### config.mk
export PLATFORM = sky130hd
export DESIGN_NAME = ddac_top
export DESIGN_NICKNAME = d
export VERILOG_FILES = /design/src/shared/ddac_pkg.sv /design/src/hw/ddac_top.sv
export SDC_FILE = /design/constraint.sdc
export NUM_CORES = 1
export LEC_CHECK = 0
export ABC_AREA = 1
export ABC_CLOCK_PERIOD_IN_PS = 1700
export BUFFER_PORTS_ARGS = -buffer_cell sky130_fd_sc_hd__clkbuf_2
export CAP_MARGIN = 20
export CORE_UTILIZATION = 40
export DETAILED_ROUTE_END_ITERATION = 16
export PLACE_DENSITY = 0.59
export SLEW_MARGIN = 20
export SYNTH_ARGS = -nofsm -noshare
export SYNTH_HDL_FRONTEND = slang
export SYNTH_SLANG_ARGS = --single-unit
### constraint.sdc
create_clock -name core_clk_i -period 1.7 [get_ports core_clk_i]
set_input_delay 0.255 -clock core_clk_i [delete_from_list [all_inputs] [get_ports core_clk_i]]
set_output_delay 0.255 -clock core_clk_i [all_outputs]
set_load 0.01 [all_outputs]
### src/shared/ddac_pkg.sv
`default_nettype none
package ddac_pkg;
	// Register addresses on the special function register bus
	localparam logic [7:0] CONV_A_DATA_LOW_ADDR  = 8'hd2;
	localparam logic [7:0] CONV_A_DATA_HIGH_ADDR = 8'hd3;
	localparam logic [7:0] CONV_A_CONTROL_ADDR   = 8'hd4;
	localparam logic [7:0] CONV_B_DATA_LOW_ADDR  = 8'hd5;
	localparam logic [7:0] CONV_B_DATA_HIGH_ADDR = 8'hd6;
	localparam logic [7:0] CONV_B_CONTROL_ADDR   = 8'hd7;

	// Control register field positions
	localparam int CTL_ENABLE_BIT   = 7;
	localparam int CTL_SOURCE_HI    = 4;
	localparam int CTL_SOURCE_LO    = 3;
	localparam int CTL_JUSTIFY_HI   = 2;
	localparam int CTL_JUSTIFY_LO   = 0;
	localparam logic [7:0] CTL_WRITABLE_MASK = 8'h9f;

	// Reset values
	localparam logic [7:0]  CTL_RESET   = 8'h00;
	localparam logic [7:0]  DATA_RESET  = 8'h00;
	localparam logic [11:0] CODE_RESET  = 12'h000;

	// Update source encodings
	localparam logic [1:0] SRC_ON_DEMAND = 2'h0;
	localparam logic [1:0] SRC_TIMER3    = 2'h1;
	localparam logic [1:0] SRC_TIMER4    = 2'h2;
	localparam logic [1:0] SRC_TIMER2    = 2'h3;

	// Bus write strobe bundle
	typedef struct packed {
		logic       wr;
		logic [7:0] addr;
		logic [7:0] wdata;
	} ddac_wr_t;

	// Overflow pulses from the three timers
	typedef struct packed {
		logic t2;
		logic t3;
		logic t4;
	} ddac_ovf_t;
endpackage
`default_nettype wire

### src/hw/ddac_top.sv
`timescale 1ns/1ps
`default_nettype none
module ddac_top
(
	input  wire logic               core_clk_i,
	input  wire logic               rst_b_i,
	input  wire ddac_pkg::ddac_wr_t sfr_wr_i,
	input  wire logic [7:0]         sfr_rd_addr_i,
	input  wire ddac_pkg::ddac_ovf_t tmr_ovf_i,
	output logic [7:0]              sfr_rdata_o,
	output logic                    sfr_rd_hit_o,
	output logic [11:0]             conv_a_code_o,
	output logic [11:0]             conv_b_code_o,
	output logic                    conv_a_enable_o,
	output logic                    conv_b_enable_o
);

	// ----------------------------------------------------------------
	// Helpers
	// ----------------------------------------------------------------
	// Form the 12-bit code from a byte pair under a given layout
	function automatic logic [11:0] justify_code(input logic [2:0] fmt,
		input logic [7:0] hi, input logic [7:0] lo);
		logic [11:0] code;
		code = {hi[3:0], lo};
		if (fmt[2])
			code = {hi, lo[7:4]};
		else
			case (fmt[1:0])
				2'h1:    code = {hi[4:0], lo[7:1]};
				2'h2:    code = {hi[5:0], lo[7:2]};
				2'h3:    code = {hi[6:0], lo[7:3]};
				default: code = {hi[3:0], lo};
			endcase
		return code;
	endfunction

	// ----------------------------------------------------------------
	// Per-channel register state
	// ----------------------------------------------------------------
	logic [7:0]  ctl_r   [2];
	logic [7:0]  ctl_nxt [2];
	logic [7:0]  lo_r    [2];
	logic [7:0]  lo_nxt  [2];
	logic [7:0]  hi_r    [2];
	logic [7:0]  hi_nxt  [2];
	logic [11:0] code_r  [2];
	logic [11:0] code_nxt[2];
	logic        load    [2];
	logic [7:0]  hi_wr_val[2];

	genvar ch;
	generate
		for (ch = 0; ch < 2; ch++)
		begin : g_chan
			localparam logic [7:0] A_CTL = (ch == 0) ? ddac_pkg::CONV_A_CONTROL_ADDR
			                                         : ddac_pkg::CONV_B_CONTROL_ADDR;
			localparam logic [7:0] A_LO  = (ch == 0) ? ddac_pkg::CONV_A_DATA_LOW_ADDR
			                                         : ddac_pkg::CONV_B_DATA_LOW_ADDR;
			localparam logic [7:0] A_HI  = (ch == 0) ? ddac_pkg::CONV_A_DATA_HIGH_ADDR
			                                         : ddac_pkg::CONV_B_DATA_HIGH_ADDR;
			logic       wr_ctl;
			logic       wr_lo;
			logic       wr_hi;
			logic [1:0] src;
			logic       tmr_hit;

			assign wr_ctl = sfr_wr_i.wr && (sfr_wr_i.addr == A_CTL);
			assign wr_lo  = sfr_wr_i.wr && (sfr_wr_i.addr == A_LO);
			assign wr_hi  = sfr_wr_i.wr && (sfr_wr_i.addr == A_HI);
			assign src    = ctl_r[ch][ddac_pkg::CTL_SOURCE_HI:ddac_pkg::CTL_SOURCE_LO];

			// Only the selected timer counts; others are ignored
			always_comb
			begin
				case (src)
					ddac_pkg::SRC_TIMER3: tmr_hit = tmr_ovf_i.t3;
					ddac_pkg::SRC_TIMER4: tmr_hit = tmr_ovf_i.t4;
					ddac_pkg::SRC_TIMER2: tmr_hit = tmr_ovf_i.t2;
					default:              tmr_hit = 1'b0;
				endcase
			end

			// Next state for held bytes, control and the code latch
			always_comb
			begin
				ctl_nxt[ch]   = ctl_r[ch];
				lo_nxt[ch]    = lo_r[ch];
				hi_nxt[ch]    = hi_r[ch];
				hi_wr_val[ch] = hi_r[ch];
				if (wr_ctl)
					ctl_nxt[ch] = sfr_wr_i.wdata & ddac_pkg::CTL_WRITABLE_MASK;
				if (wr_lo)
					lo_nxt[ch] = sfr_wr_i.wdata;
				if (wr_hi)
				begin
					hi_nxt[ch]    = sfr_wr_i.wdata;
					hi_wr_val[ch] = sfr_wr_i.wdata;
				end
				// On demand loads from the fresh high byte and held low byte
				if (src == ddac_pkg::SRC_ON_DEMAND)
					load[ch] = wr_hi;
				else
					load[ch] = tmr_hit;
				// Timer loads copy the pair as it stood before this edge
				if (load[ch])
					code_nxt[ch] = justify_code(
						ctl_r[ch][ddac_pkg::CTL_JUSTIFY_HI:ddac_pkg::CTL_JUSTIFY_LO],
						(src == ddac_pkg::SRC_ON_DEMAND) ? hi_wr_val[ch] : hi_r[ch],
						lo_r[ch]);
				else
					code_nxt[ch] = code_r[ch];
			end

			// State registers
			always_ff @(posedge core_clk_i or negedge rst_b_i)
			begin
				if (!rst_b_i)
				begin
					ctl_r[ch]  <= ddac_pkg::CTL_RESET;
					lo_r[ch]   <= ddac_pkg::DATA_RESET;
					hi_r[ch]   <= ddac_pkg::DATA_RESET;
					code_r[ch] <= ddac_pkg::CODE_RESET;
				end
				else
				begin
					ctl_r[ch]  <= ctl_nxt[ch];
					lo_r[ch]   <= lo_nxt[ch];
					hi_r[ch]   <= hi_nxt[ch];
					code_r[ch] <= code_nxt[ch];
				end
			end
		end
	endgenerate

	// ----------------------------------------------------------------
	// Read mux, registered so every output leaves a flip-flop
	// ----------------------------------------------------------------
	logic [7:0] rdata_nxt;
	logic       hit_nxt;

	// High reads return the held byte; low reads the last write
	always_comb
	begin
		hit_nxt = 1'b1;
		case (sfr_rd_addr_i)
			ddac_pkg::CONV_A_DATA_LOW_ADDR:  rdata_nxt = lo_r[0];
			ddac_pkg::CONV_A_DATA_HIGH_ADDR: rdata_nxt = hi_r[0];
			ddac_pkg::CONV_A_CONTROL_ADDR:   rdata_nxt = ctl_r[0];
			ddac_pkg::CONV_B_DATA_LOW_ADDR:  rdata_nxt = lo_r[1];
			ddac_pkg::CONV_B_DATA_HIGH_ADDR: rdata_nxt = hi_r[1];
			ddac_pkg::CONV_B_CONTROL_ADDR:   rdata_nxt = ctl_r[1];
			default:
			begin
				rdata_nxt = 8'h00;
				hit_nxt   = 1'b0;
			end
		endcase
	end

	// Output registers; enables drop shutdown straight from control
	always_ff @(posedge core_clk_i or negedge rst_b_i)
	begin
		if (!rst_b_i)
		begin
			sfr_rdata_o     <= 8'h00;
			sfr_rd_hit_o    <= 1'b0;
			conv_a_code_o   <= ddac_pkg::CODE_RESET;
			conv_b_code_o   <= ddac_pkg::CODE_RESET;
			conv_a_enable_o <= 1'b0;
			conv_b_enable_o <= 1'b0;
		end
		else
		begin
			sfr_rdata_o     <= rdata_nxt;
			sfr_rd_hit_o    <= hit_nxt;
			conv_a_code_o   <= code_nxt[0];
			conv_b_code_o   <= code_nxt[1];
			conv_a_enable_o <= ctl_nxt[0][ddac_pkg::CTL_ENABLE_BIT];
			conv_b_enable_o <= ctl_nxt[1][ddac_pkg::CTL_ENABLE_BIT];
		end
	end

	// ----------------------------------------------------------------
	// Assertions
	// ----------------------------------------------------------------
	// Decoded data strobes, kept apart from the loop so checks read plainly
	logic hi_wr_a;
	logic hi_wr_b;
	logic lo_wr_a;
	logic lo_wr_b;
	assign hi_wr_a = sfr_wr_i.wr && (sfr_wr_i.addr == ddac_pkg::CONV_A_DATA_HIGH_ADDR);
	assign hi_wr_b = sfr_wr_i.wr && (sfr_wr_i.addr == ddac_pkg::CONV_B_DATA_HIGH_ADDR);
	assign lo_wr_a = sfr_wr_i.wr && (sfr_wr_i.addr == ddac_pkg::CONV_A_DATA_LOW_ADDR);
	assign lo_wr_b = sfr_wr_i.wr && (sfr_wr_i.addr == ddac_pkg::CONV_B_DATA_LOW_ADDR);

	a_enable_follows_a: assert property (@(posedge core_clk_i) disable iff (!rst_b_i)
		conv_a_enable_o == ctl_r[0][7])
		else $error("channel A enable mismatch");
	a_enable_follows_b: assert property (@(posedge core_clk_i) disable iff (!rst_b_i)
		conv_b_enable_o == ctl_r[1][7])
		else $error("channel B enable mismatch");
	a_unused_bits_zero: assert property (@(posedge core_clk_i) disable iff (!rst_b_i)
		ctl_r[0][6:5] == 2'h0 && ctl_r[1][6:5] == 2'h0)
		else $error("unused control bits set");
	a_demand_hi_load: assert property (@(posedge core_clk_i) disable iff (!rst_b_i)
		(sfr_wr_i.wr && sfr_wr_i.addr == 8'hd3 && ctl_r[0][4:3] == 2'h0 && ctl_r[0][2:0] == 3'h0)
		|=> conv_a_code_o == {$past(sfr_wr_i.wdata[3:0]), lo_r[0]})
		else $error("on-demand load wrong");
	a_timer3_load: assert property (@(posedge core_clk_i) disable iff (!rst_b_i)
		(ctl_r[0][4:3] == 2'h1 && tmr_ovf_i.t3 && ctl_r[0][2] && !sfr_wr_i.wr)
		|=> conv_a_code_o == {hi_r[0], lo_r[0][7:4]})
		else $error("timer 3 load wrong");
	a_timer4_only: assert property (@(posedge core_clk_i) disable iff (!rst_b_i)
		(ctl_r[0][4:3] == 2'h2 && !tmr_ovf_i.t4) |=> $stable(conv_a_code_o))
		else $error("load without timer 4");
	a_timer2_only: assert property (@(posedge core_clk_i) disable iff (!rst_b_i)
		(ctl_r[1][4:3] == 2'h3 && !tmr_ovf_i.t2) |=> $stable(conv_b_code_o))
		else $error("load without timer 2");
	a_low_write_held: assert property (@(posedge core_clk_i) disable iff (!rst_b_i)
		(ctl_r[0][4:3] == 2'h0 && !(sfr_wr_i.wr && sfr_wr_i.addr == 8'hd3))
		|=> $stable(conv_a_code_o))
		else $error("latch moved without high write");
	// On-demand layouts, channel A; expected bits spelled out per layout
	a_justify1_a: assert property (@(posedge core_clk_i) disable iff (!rst_b_i)
		(hi_wr_a && ctl_r[0][4:0] == 5'h01) |=>
		conv_a_code_o == {$past(sfr_wr_i.wdata[4:0]), $past(lo_r[0][7:1])})
		else $error("channel A layout 001 wrong");
	a_justify2_a: assert property (@(posedge core_clk_i) disable iff (!rst_b_i)
		(hi_wr_a && ctl_r[0][4:0] == 5'h02) |=>
		conv_a_code_o == {$past(sfr_wr_i.wdata[5:0]), $past(lo_r[0][7:2])})
		else $error("channel A layout 010 wrong");
	a_justify3_a: assert property (@(posedge core_clk_i) disable iff (!rst_b_i)
		(hi_wr_a && ctl_r[0][4:0] == 5'h03) |=>
		conv_a_code_o == {$past(sfr_wr_i.wdata[6:0]), $past(lo_r[0][7:3])})
		else $error("channel A layout 011 wrong");
	a_justify4_a: assert property (@(posedge core_clk_i) disable iff (!rst_b_i)
		(hi_wr_a && ctl_r[0][4:3] == 2'h0 && ctl_r[0][2]) |=>
		conv_a_code_o == {$past(sfr_wr_i.wdata), $past(lo_r[0][7:4])})
		else $error("channel A layout 1xx wrong");
	// On-demand layouts, channel B
	a_demand_b_load: assert property (@(posedge core_clk_i) disable iff (!rst_b_i)
		(hi_wr_b && ctl_r[1][4:0] == 5'h00) |=>
		conv_b_code_o == {$past(sfr_wr_i.wdata[3:0]), $past(lo_r[1])})
		else $error("channel B on-demand load wrong");
	a_justify1_b: assert property (@(posedge core_clk_i) disable iff (!rst_b_i)
		(hi_wr_b && ctl_r[1][4:0] == 5'h01) |=>
		conv_b_code_o == {$past(sfr_wr_i.wdata[4:0]), $past(lo_r[1][7:1])})
		else $error("channel B layout 001 wrong");
	a_justify2_b: assert property (@(posedge core_clk_i) disable iff (!rst_b_i)
		(hi_wr_b && ctl_r[1][4:0] == 5'h02) |=>
		conv_b_code_o == {$past(sfr_wr_i.wdata[5:0]), $past(lo_r[1][7:2])})
		else $error("channel B layout 010 wrong");
	a_justify3_b: assert property (@(posedge core_clk_i) disable iff (!rst_b_i)
		(hi_wr_b && ctl_r[1][4:0] == 5'h03) |=>
		conv_b_code_o == {$past(sfr_wr_i.wdata[6:0]), $past(lo_r[1][7:3])})
		else $error("channel B layout 011 wrong");
	a_justify4_b: assert property (@(posedge core_clk_i) disable iff (!rst_b_i)
		(hi_wr_b && ctl_r[1][4:3] == 2'h0 && ctl_r[1][2]) |=>
		conv_b_code_o == {$past(sfr_wr_i.wdata), $past(lo_r[1][7:4])})
		else $error("channel B layout 1xx wrong");
	// Timer loads copy the pair held before the overflow edge
	a_timer4_load_a: assert property (@(posedge core_clk_i) disable iff (!rst_b_i)
		(ctl_r[0][4:3] == ddac_pkg::SRC_TIMER4 && tmr_ovf_i.t4 && ctl_r[0][2:0] == 3'h0) |=>
		conv_a_code_o == {$past(hi_r[0][3:0]), $past(lo_r[0])})
		else $error("channel A timer 4 load wrong");
	a_timer2_load_a: assert property (@(posedge core_clk_i) disable iff (!rst_b_i)
		(ctl_r[0][4:3] == ddac_pkg::SRC_TIMER2 && tmr_ovf_i.t2 && ctl_r[0][2:0] == 3'h1) |=>
		conv_a_code_o == {$past(hi_r[0][4:0]), $past(lo_r[0][7:1])})
		else $error("channel A timer 2 load wrong");
	a_timer3_load_b: assert property (@(posedge core_clk_i) disable iff (!rst_b_i)
		(ctl_r[1][4:3] == ddac_pkg::SRC_TIMER3 && tmr_ovf_i.t3 && ctl_r[1][2:0] == 3'h2) |=>
		conv_b_code_o == {$past(hi_r[1][5:0]), $past(lo_r[1][7:2])})
		else $error("channel B timer 3 load wrong");
	a_timer4_load_b: assert property (@(posedge core_clk_i) disable iff (!rst_b_i)
		(ctl_r[1][4:3] == ddac_pkg::SRC_TIMER4 && tmr_ovf_i.t4 && ctl_r[1][2:0] == 3'h3) |=>
		conv_b_code_o == {$past(hi_r[1][6:0]), $past(lo_r[1][7:3])})
		else $error("channel B timer 4 load wrong");
	a_timer2_load_b: assert property (@(posedge core_clk_i) disable iff (!rst_b_i)
		(ctl_r[1][4:3] == ddac_pkg::SRC_TIMER2 && tmr_ovf_i.t2 && ctl_r[1][2]) |=>
		conv_b_code_o == {$past(hi_r[1]), $past(lo_r[1][7:4])})
		else $error("channel B timer 2 load wrong");
	// Latch holds whenever its own source stays quiet
	a_demand_hold_b: assert property (@(posedge core_clk_i) disable iff (!rst_b_i)
		(ctl_r[1][4:3] == ddac_pkg::SRC_ON_DEMAND && !hi_wr_b) |=>
		$stable(conv_b_code_o))
		else $error("channel B latch moved without high write");
	a_timer3_only_a: assert property (@(posedge core_clk_i) disable iff (!rst_b_i)
		(ctl_r[0][4:3] == ddac_pkg::SRC_TIMER3 && !tmr_ovf_i.t3) |=>
		$stable(conv_a_code_o))
		else $error("channel A load without timer 3");
	a_timer2_only_a: assert property (@(posedge core_clk_i) disable iff (!rst_b_i)
		(ctl_r[0][4:3] == ddac_pkg::SRC_TIMER2 && !tmr_ovf_i.t2) |=>
		$stable(conv_a_code_o))
		else $error("channel A load without timer 2");
	a_timer3_only_b: assert property (@(posedge core_clk_i) disable iff (!rst_b_i)
		(ctl_r[1][4:3] == ddac_pkg::SRC_TIMER3 && !tmr_ovf_i.t3) |=>
		$stable(conv_b_code_o))
		else $error("channel B load without timer 3");
	a_timer4_only_b: assert property (@(posedge core_clk_i) disable iff (!rst_b_i)
		(ctl_r[1][4:3] == ddac_pkg::SRC_TIMER4 && !tmr_ovf_i.t4) |=>
		$stable(conv_b_code_o))
		else $error("channel B load without timer 4");
	// Read port returns held bytes one cycle after the address
	a_read_lo_a: assert property (@(posedge core_clk_i) disable iff (!rst_b_i)
		(sfr_rd_addr_i == ddac_pkg::CONV_A_DATA_LOW_ADDR) |=>
		(sfr_rdata_o == $past(lo_r[0]) && sfr_rd_hit_o))
		else $error("channel A low read wrong");
	a_read_hi_a: assert property (@(posedge core_clk_i) disable iff (!rst_b_i)
		(sfr_rd_addr_i == ddac_pkg::CONV_A_DATA_HIGH_ADDR) |=>
		(sfr_rdata_o == $past(hi_r[0]) && sfr_rd_hit_o))
		else $error("channel A high read wrong");
	a_read_lo_b: assert property (@(posedge core_clk_i) disable iff (!rst_b_i)
		(sfr_rd_addr_i == ddac_pkg::CONV_B_DATA_LOW_ADDR) |=>
		(sfr_rdata_o == $past(lo_r[1]) && sfr_rd_hit_o))
		else $error("channel B low read wrong");
	a_read_hi_b: assert property (@(posedge core_clk_i) disable iff (!rst_b_i)
		(sfr_rd_addr_i == ddac_pkg::CONV_B_DATA_HIGH_ADDR) |=>
		(sfr_rdata_o == $past(hi_r[1]) && sfr_rd_hit_o))
		else $error("channel B high read wrong");
	a_read_ctl_b: assert property (@(posedge core_clk_i) disable iff (!rst_b_i)
		(sfr_rd_addr_i == ddac_pkg::CONV_B_CONTROL_ADDR) |=>
		(sfr_rdata_o[6:5] == 2'h0 && sfr_rd_hit_o))
		else $error("channel B control read shows unused bits");
	// Low byte writes alone never move either latch
	a_low_only_a: assert property (@(posedge core_clk_i) disable iff (!rst_b_i)
		(lo_wr_a && !tmr_ovf_i.t2 && !tmr_ovf_i.t3 && !tmr_ovf_i.t4) |=>
		$stable(conv_a_code_o))
		else $error("channel A latch moved on low write");
	a_low_only_b: assert property (@(posedge core_clk_i) disable iff (!rst_b_i)
		(lo_wr_b && !tmr_ovf_i.t2 && !tmr_ovf_i.t3 && !tmr_ovf_i.t4) |=>
		$stable(conv_b_code_o))
		else $error("channel B latch moved on low write");
endmodule
`default_nettype wire

==> impl_metrics.csv <==
group,metric,value,unit
pwr,power.total,4.32,mW
drt,viasPerCell,5.34,
global_route,grt_pass1_wl,21.6,mm
floorplan,fp.dieArea,0.0115,sq mm
worst_hold_path,holdCritPathClass,"in -> reg",
outcome,status,"finished clean",
sta,fmax,606,MHz
worst_setup_path,worstPathRequired,1.92,ns
worst_setup_path,path_class,"reg -> reg",
drt,drtIter0Drc,370,
synth,synthAdderAreaFrac,0,%
cells_and_area,area_growth,20.8,%
clock_tree,clk_latency,0.35,ns
worst_setup_path,cp_slowest_stage_delay,0.47,ns
placement,gp_congestion,0.908,
synth,synth_compound_area_share,17.0,%
floorplan,die_h,107,microns
synth,synth_warnings,0,
synth,syn-num-nets,631,
sta,final_max_slew_viol_count,0,
global_route,grt_overflow,0,
global_route,grt_max_degree,36,
placement,numPortBuffers,64,
cells_and_area,antennaDiodeCount,0,
floorplan,top_level_ports,65,
global_route,track_usage,24.8,%
synth,synth_ff_type,"dfrtp_1",
sta,finalCriticalPeriod,1.65,ns
clock_tree,path_clk_slew,0.08,ns
drt,routed_wl,13.4,mm
sta,fin_crit_sh,97.1,%
synth,synth_edf_count,0,
run,cap_violations,0,
synth,netlist_area,0.00442,sq mm
pwr,p_per_area,809,mW/mm^2
sta,hold_slack,0.278,ns
cells_and_area,nets,723,
worst_setup_path,worstSetupEndpointType,"flop",
worst_setup_path,critPathArrivalTime,1.87,ns
global_route,grt_pass1_vias,4117,
worst_setup_path,cp_common_cell,"nand2_1",
worst_setup_path,cp-start-kind,"flop",
synth,synth_mux_area_share,0.907,%
synth,synthCells,601,
synth,yosys.area_share.xor_xnor,0,%
worst_setup_path,cpMaxStageDelayCell,"dfrtp_2",
sta,slew-limit-headroom,65.0,%
clock_tree,cts_buffer_depth,2,
drt,drc,0,
clock_tree,cts_made_buffers,9,
sta,hold_violations,0,
placement,hpwl,10.1,mm
synth,synth_seq_cells,77,
global_route,antenna_found_initial,0,
synth,synth-simple-area-share,30.8,%
floorplan,die_w,107,microns
floorplan,fp-row-count,38,
drt,ant_nets,0,
cells_and_area,drive_gt1_share,19.9,%
clock_tree,clock_sinks,77,
clock_tree,cts_tree,"yes",
worst_setup_path,worstPathCellList,"nand2_1, o22ai_1, or2_2, nand2_1, inv_1, buf_4, nand2_1, o21ai_0",
worst_setup_path,crit_family,"simple AND/OR/NAND/NOR gates",
drt,first_pass_iters,5,
worst_setup_path,crit_fanout,11,
drt,wl_per_cell,16.0,microns
pwr,ir_worst_vdd,459,uV
synth,yosysUniqueCellTypes,39,
sta,finalClockSkew,0.0138,ns
sta,rsz0062_at_grt,"true",
synth,avgSynthCellArea,7.35,sq um
drt,vias,4466,
clock_tree,clockRootBuffer,"clkbuf_8",
sta,worst_slew_pin_slew,0.525,ns
worst_setup_path,path_buf_inv,2,
floorplan,start_util,40.9,%
floorplan,core-area,0.0108,sq mm
sta,setup_viol,0,
synth,synth_top_family_by_area,"simple AND/OR/NAND/NOR gates",
clock_tree,htreeDepth,3,
synth,yosysSeqAreaShare,43.6,%
pwr,p_leak,2.73,nW
synth,synthArstFlopShare,100,%
-- worst paths after layout --
kind / to / cells past startpoint / from / slack, ns
max reg2reg: conv_a_code_o[0] / 8 / ctl_r[11] / 0.05
max in group asynchronous: ctl_r[11] / 3 / rst_b_i / 0.75
min in group asynchronous: conv_b_code_o[10] / 2 / rst_b_i / 0.41
min: hi_r[14] / 3 / sfr_wr_i[6] / 0.28
min reg2reg: conv_a_code_o[6] / 2 / conv_a_code_o[6] / 0.48
max: conv_a_code_o[0] / 8 / ctl_r[11] / 0.05
-- area by class of cell --
class | count | area (sq um)
clock inverters | 4 | 47.5
flip-flops and latches | 77 | 1930
repair buffers | 97 | 627
fillers | 1090 | 5460
clock buffers | 11 | 151
well taps | 140 | 175
inverters | 61 | 229
multi-input cells | 447 | 2180
-- report_power, final --
part	switching [mW]	internal, mW	total [mW]
clock	0.680	0.746	1.43
sequential	0.123	1.99	2.12
combinational	0.471	0.307	0.777
-- timing repair --
action                                  4_1_cts  5_1_grt
gates resized for setup                       0       13
setup buffers                                 0        1
endpoints found under the setup margin        0       18
hold endpoints to repair                     33        0
hold buffers                                  1        0
-- cell usage after synthesis (3+ instances only) --
| library cell | number | area, sq um |
|---|---|---|
| nor3_1 | 3 | 15.0 |
| o21ai_0 | 79 | 395 |
| a21oi_1 | 27 | 135 |
| o22ai_1 | 8 | 50.1 |
| clkbuf_1 | 7 | 26.3 |
| nor2_2 | 5 | 31.3 |
| inv_1 | 57 | 214 |
| buf_2 | 3 | 15.0 |
| clkinv_1 | 4 | 15.0 |
| nand2_1 | 209 | 785 |
| a22oi_1 | 3 | 22.5 |
| or2_2 | 3 | 18.8 |
| o211ai_1 | 3 | 22.5 |
| nand4_1 | 15 | 93.8 |
| nand2_2 | 4 | 25.0 |
| a221oi_1 | 3 | 26.3 |
| nand3_1 | 37 | 185 |
| nor2_1 | 20 | 75.1 |
| mux2i_1 | 4 | 40.0 |
| clkbuf_8 | 3 | 41.3 |
| a211oi_1 | 3 | 22.5 |
| dfrtp_1 | 77 | 1930 |
-- per-stage QoR --
| step | instance area, sq um | utilization (%) | setup TNS [ns] | instances | setup slack [ns] |
|---|---|---|---|---|---|
| 3_3_place_gp | 5080 | 47.1 | -0.00333 | 820 | -0.00333 |
| 4_1_cts | 5290 | 49.0 | 0 | 836 | 0.0502 |
| 2_1_floorplan | 4420 | - | 0 | 601 | 0.249 |
| 5_1_grt | 5340 | 49.5 | -0.0294 | 837 | -0.0294 |
| 3_5_place_dp | 5080 | 47.1 | 0 | 820 | 0.00586 |
| 6_report | 5340 | 49.5 | 0 | 837 | 0.0491 |
-- sequential cells by signal, summed over array words and instances (netlist names) --
signal           count
sfr_rd_hit_o         1
hi_r                16
conv_b_enable_o      1
ctl_r               11
lo_r                16
conv_a_code_o       12
conv_b_code_o       12
sfr_rdata_o          8
-- placed cells by master (no fill, tap or decap), types with 4 or more instances in the layout --
cell type,Yosys,final
o21ai_0,79,78
nor2_2,5,4
buf_4,1,28
nand4_1,15,15
mux2i_1,4,4
clkbuf_8,3,11
nand2_1,209,205
clkbuf_2,0,63
clkinv_1,4,4
nand2_2,4,8
inv_1,57,57
buf_12,0,4
nor2_1,20,20
a21oi_1,27,26
nand3_1,37,37
dfrtp_1,77,74
o22ai_1,8,8
-- per-layer routing --
| layer | up-vias | GRT usage, % | part of all wire, % |
|---|---|---|---|
| li1 | 2177 | - | - |
| met1 | 2094 | 38.9 | 50 |
| met2 | 175 | 34.7 | 41 |
| met3 | 20 | 3.28 | 7.1 |
| met4 | 0 | 7.73 | 1.5 |
| met5 | - | 0 | 0 |
-- worst min-delay path, delay by kind of cell --
kind	cells	cell delay [ns]
buffers and inverters	2	0.17
muxes	1	0.15
-- logic make-up after synthesis --
| family | Yosys count |
|---|---|
| and+or+nand+nor | 307 |
| AOI/OAI and AO/OA | 136 |
| DFF | 77 |
| muxes | 4 |
| buffers and inverters | 77 |
No activity file was read; power rests on OpenSTA's default activity.
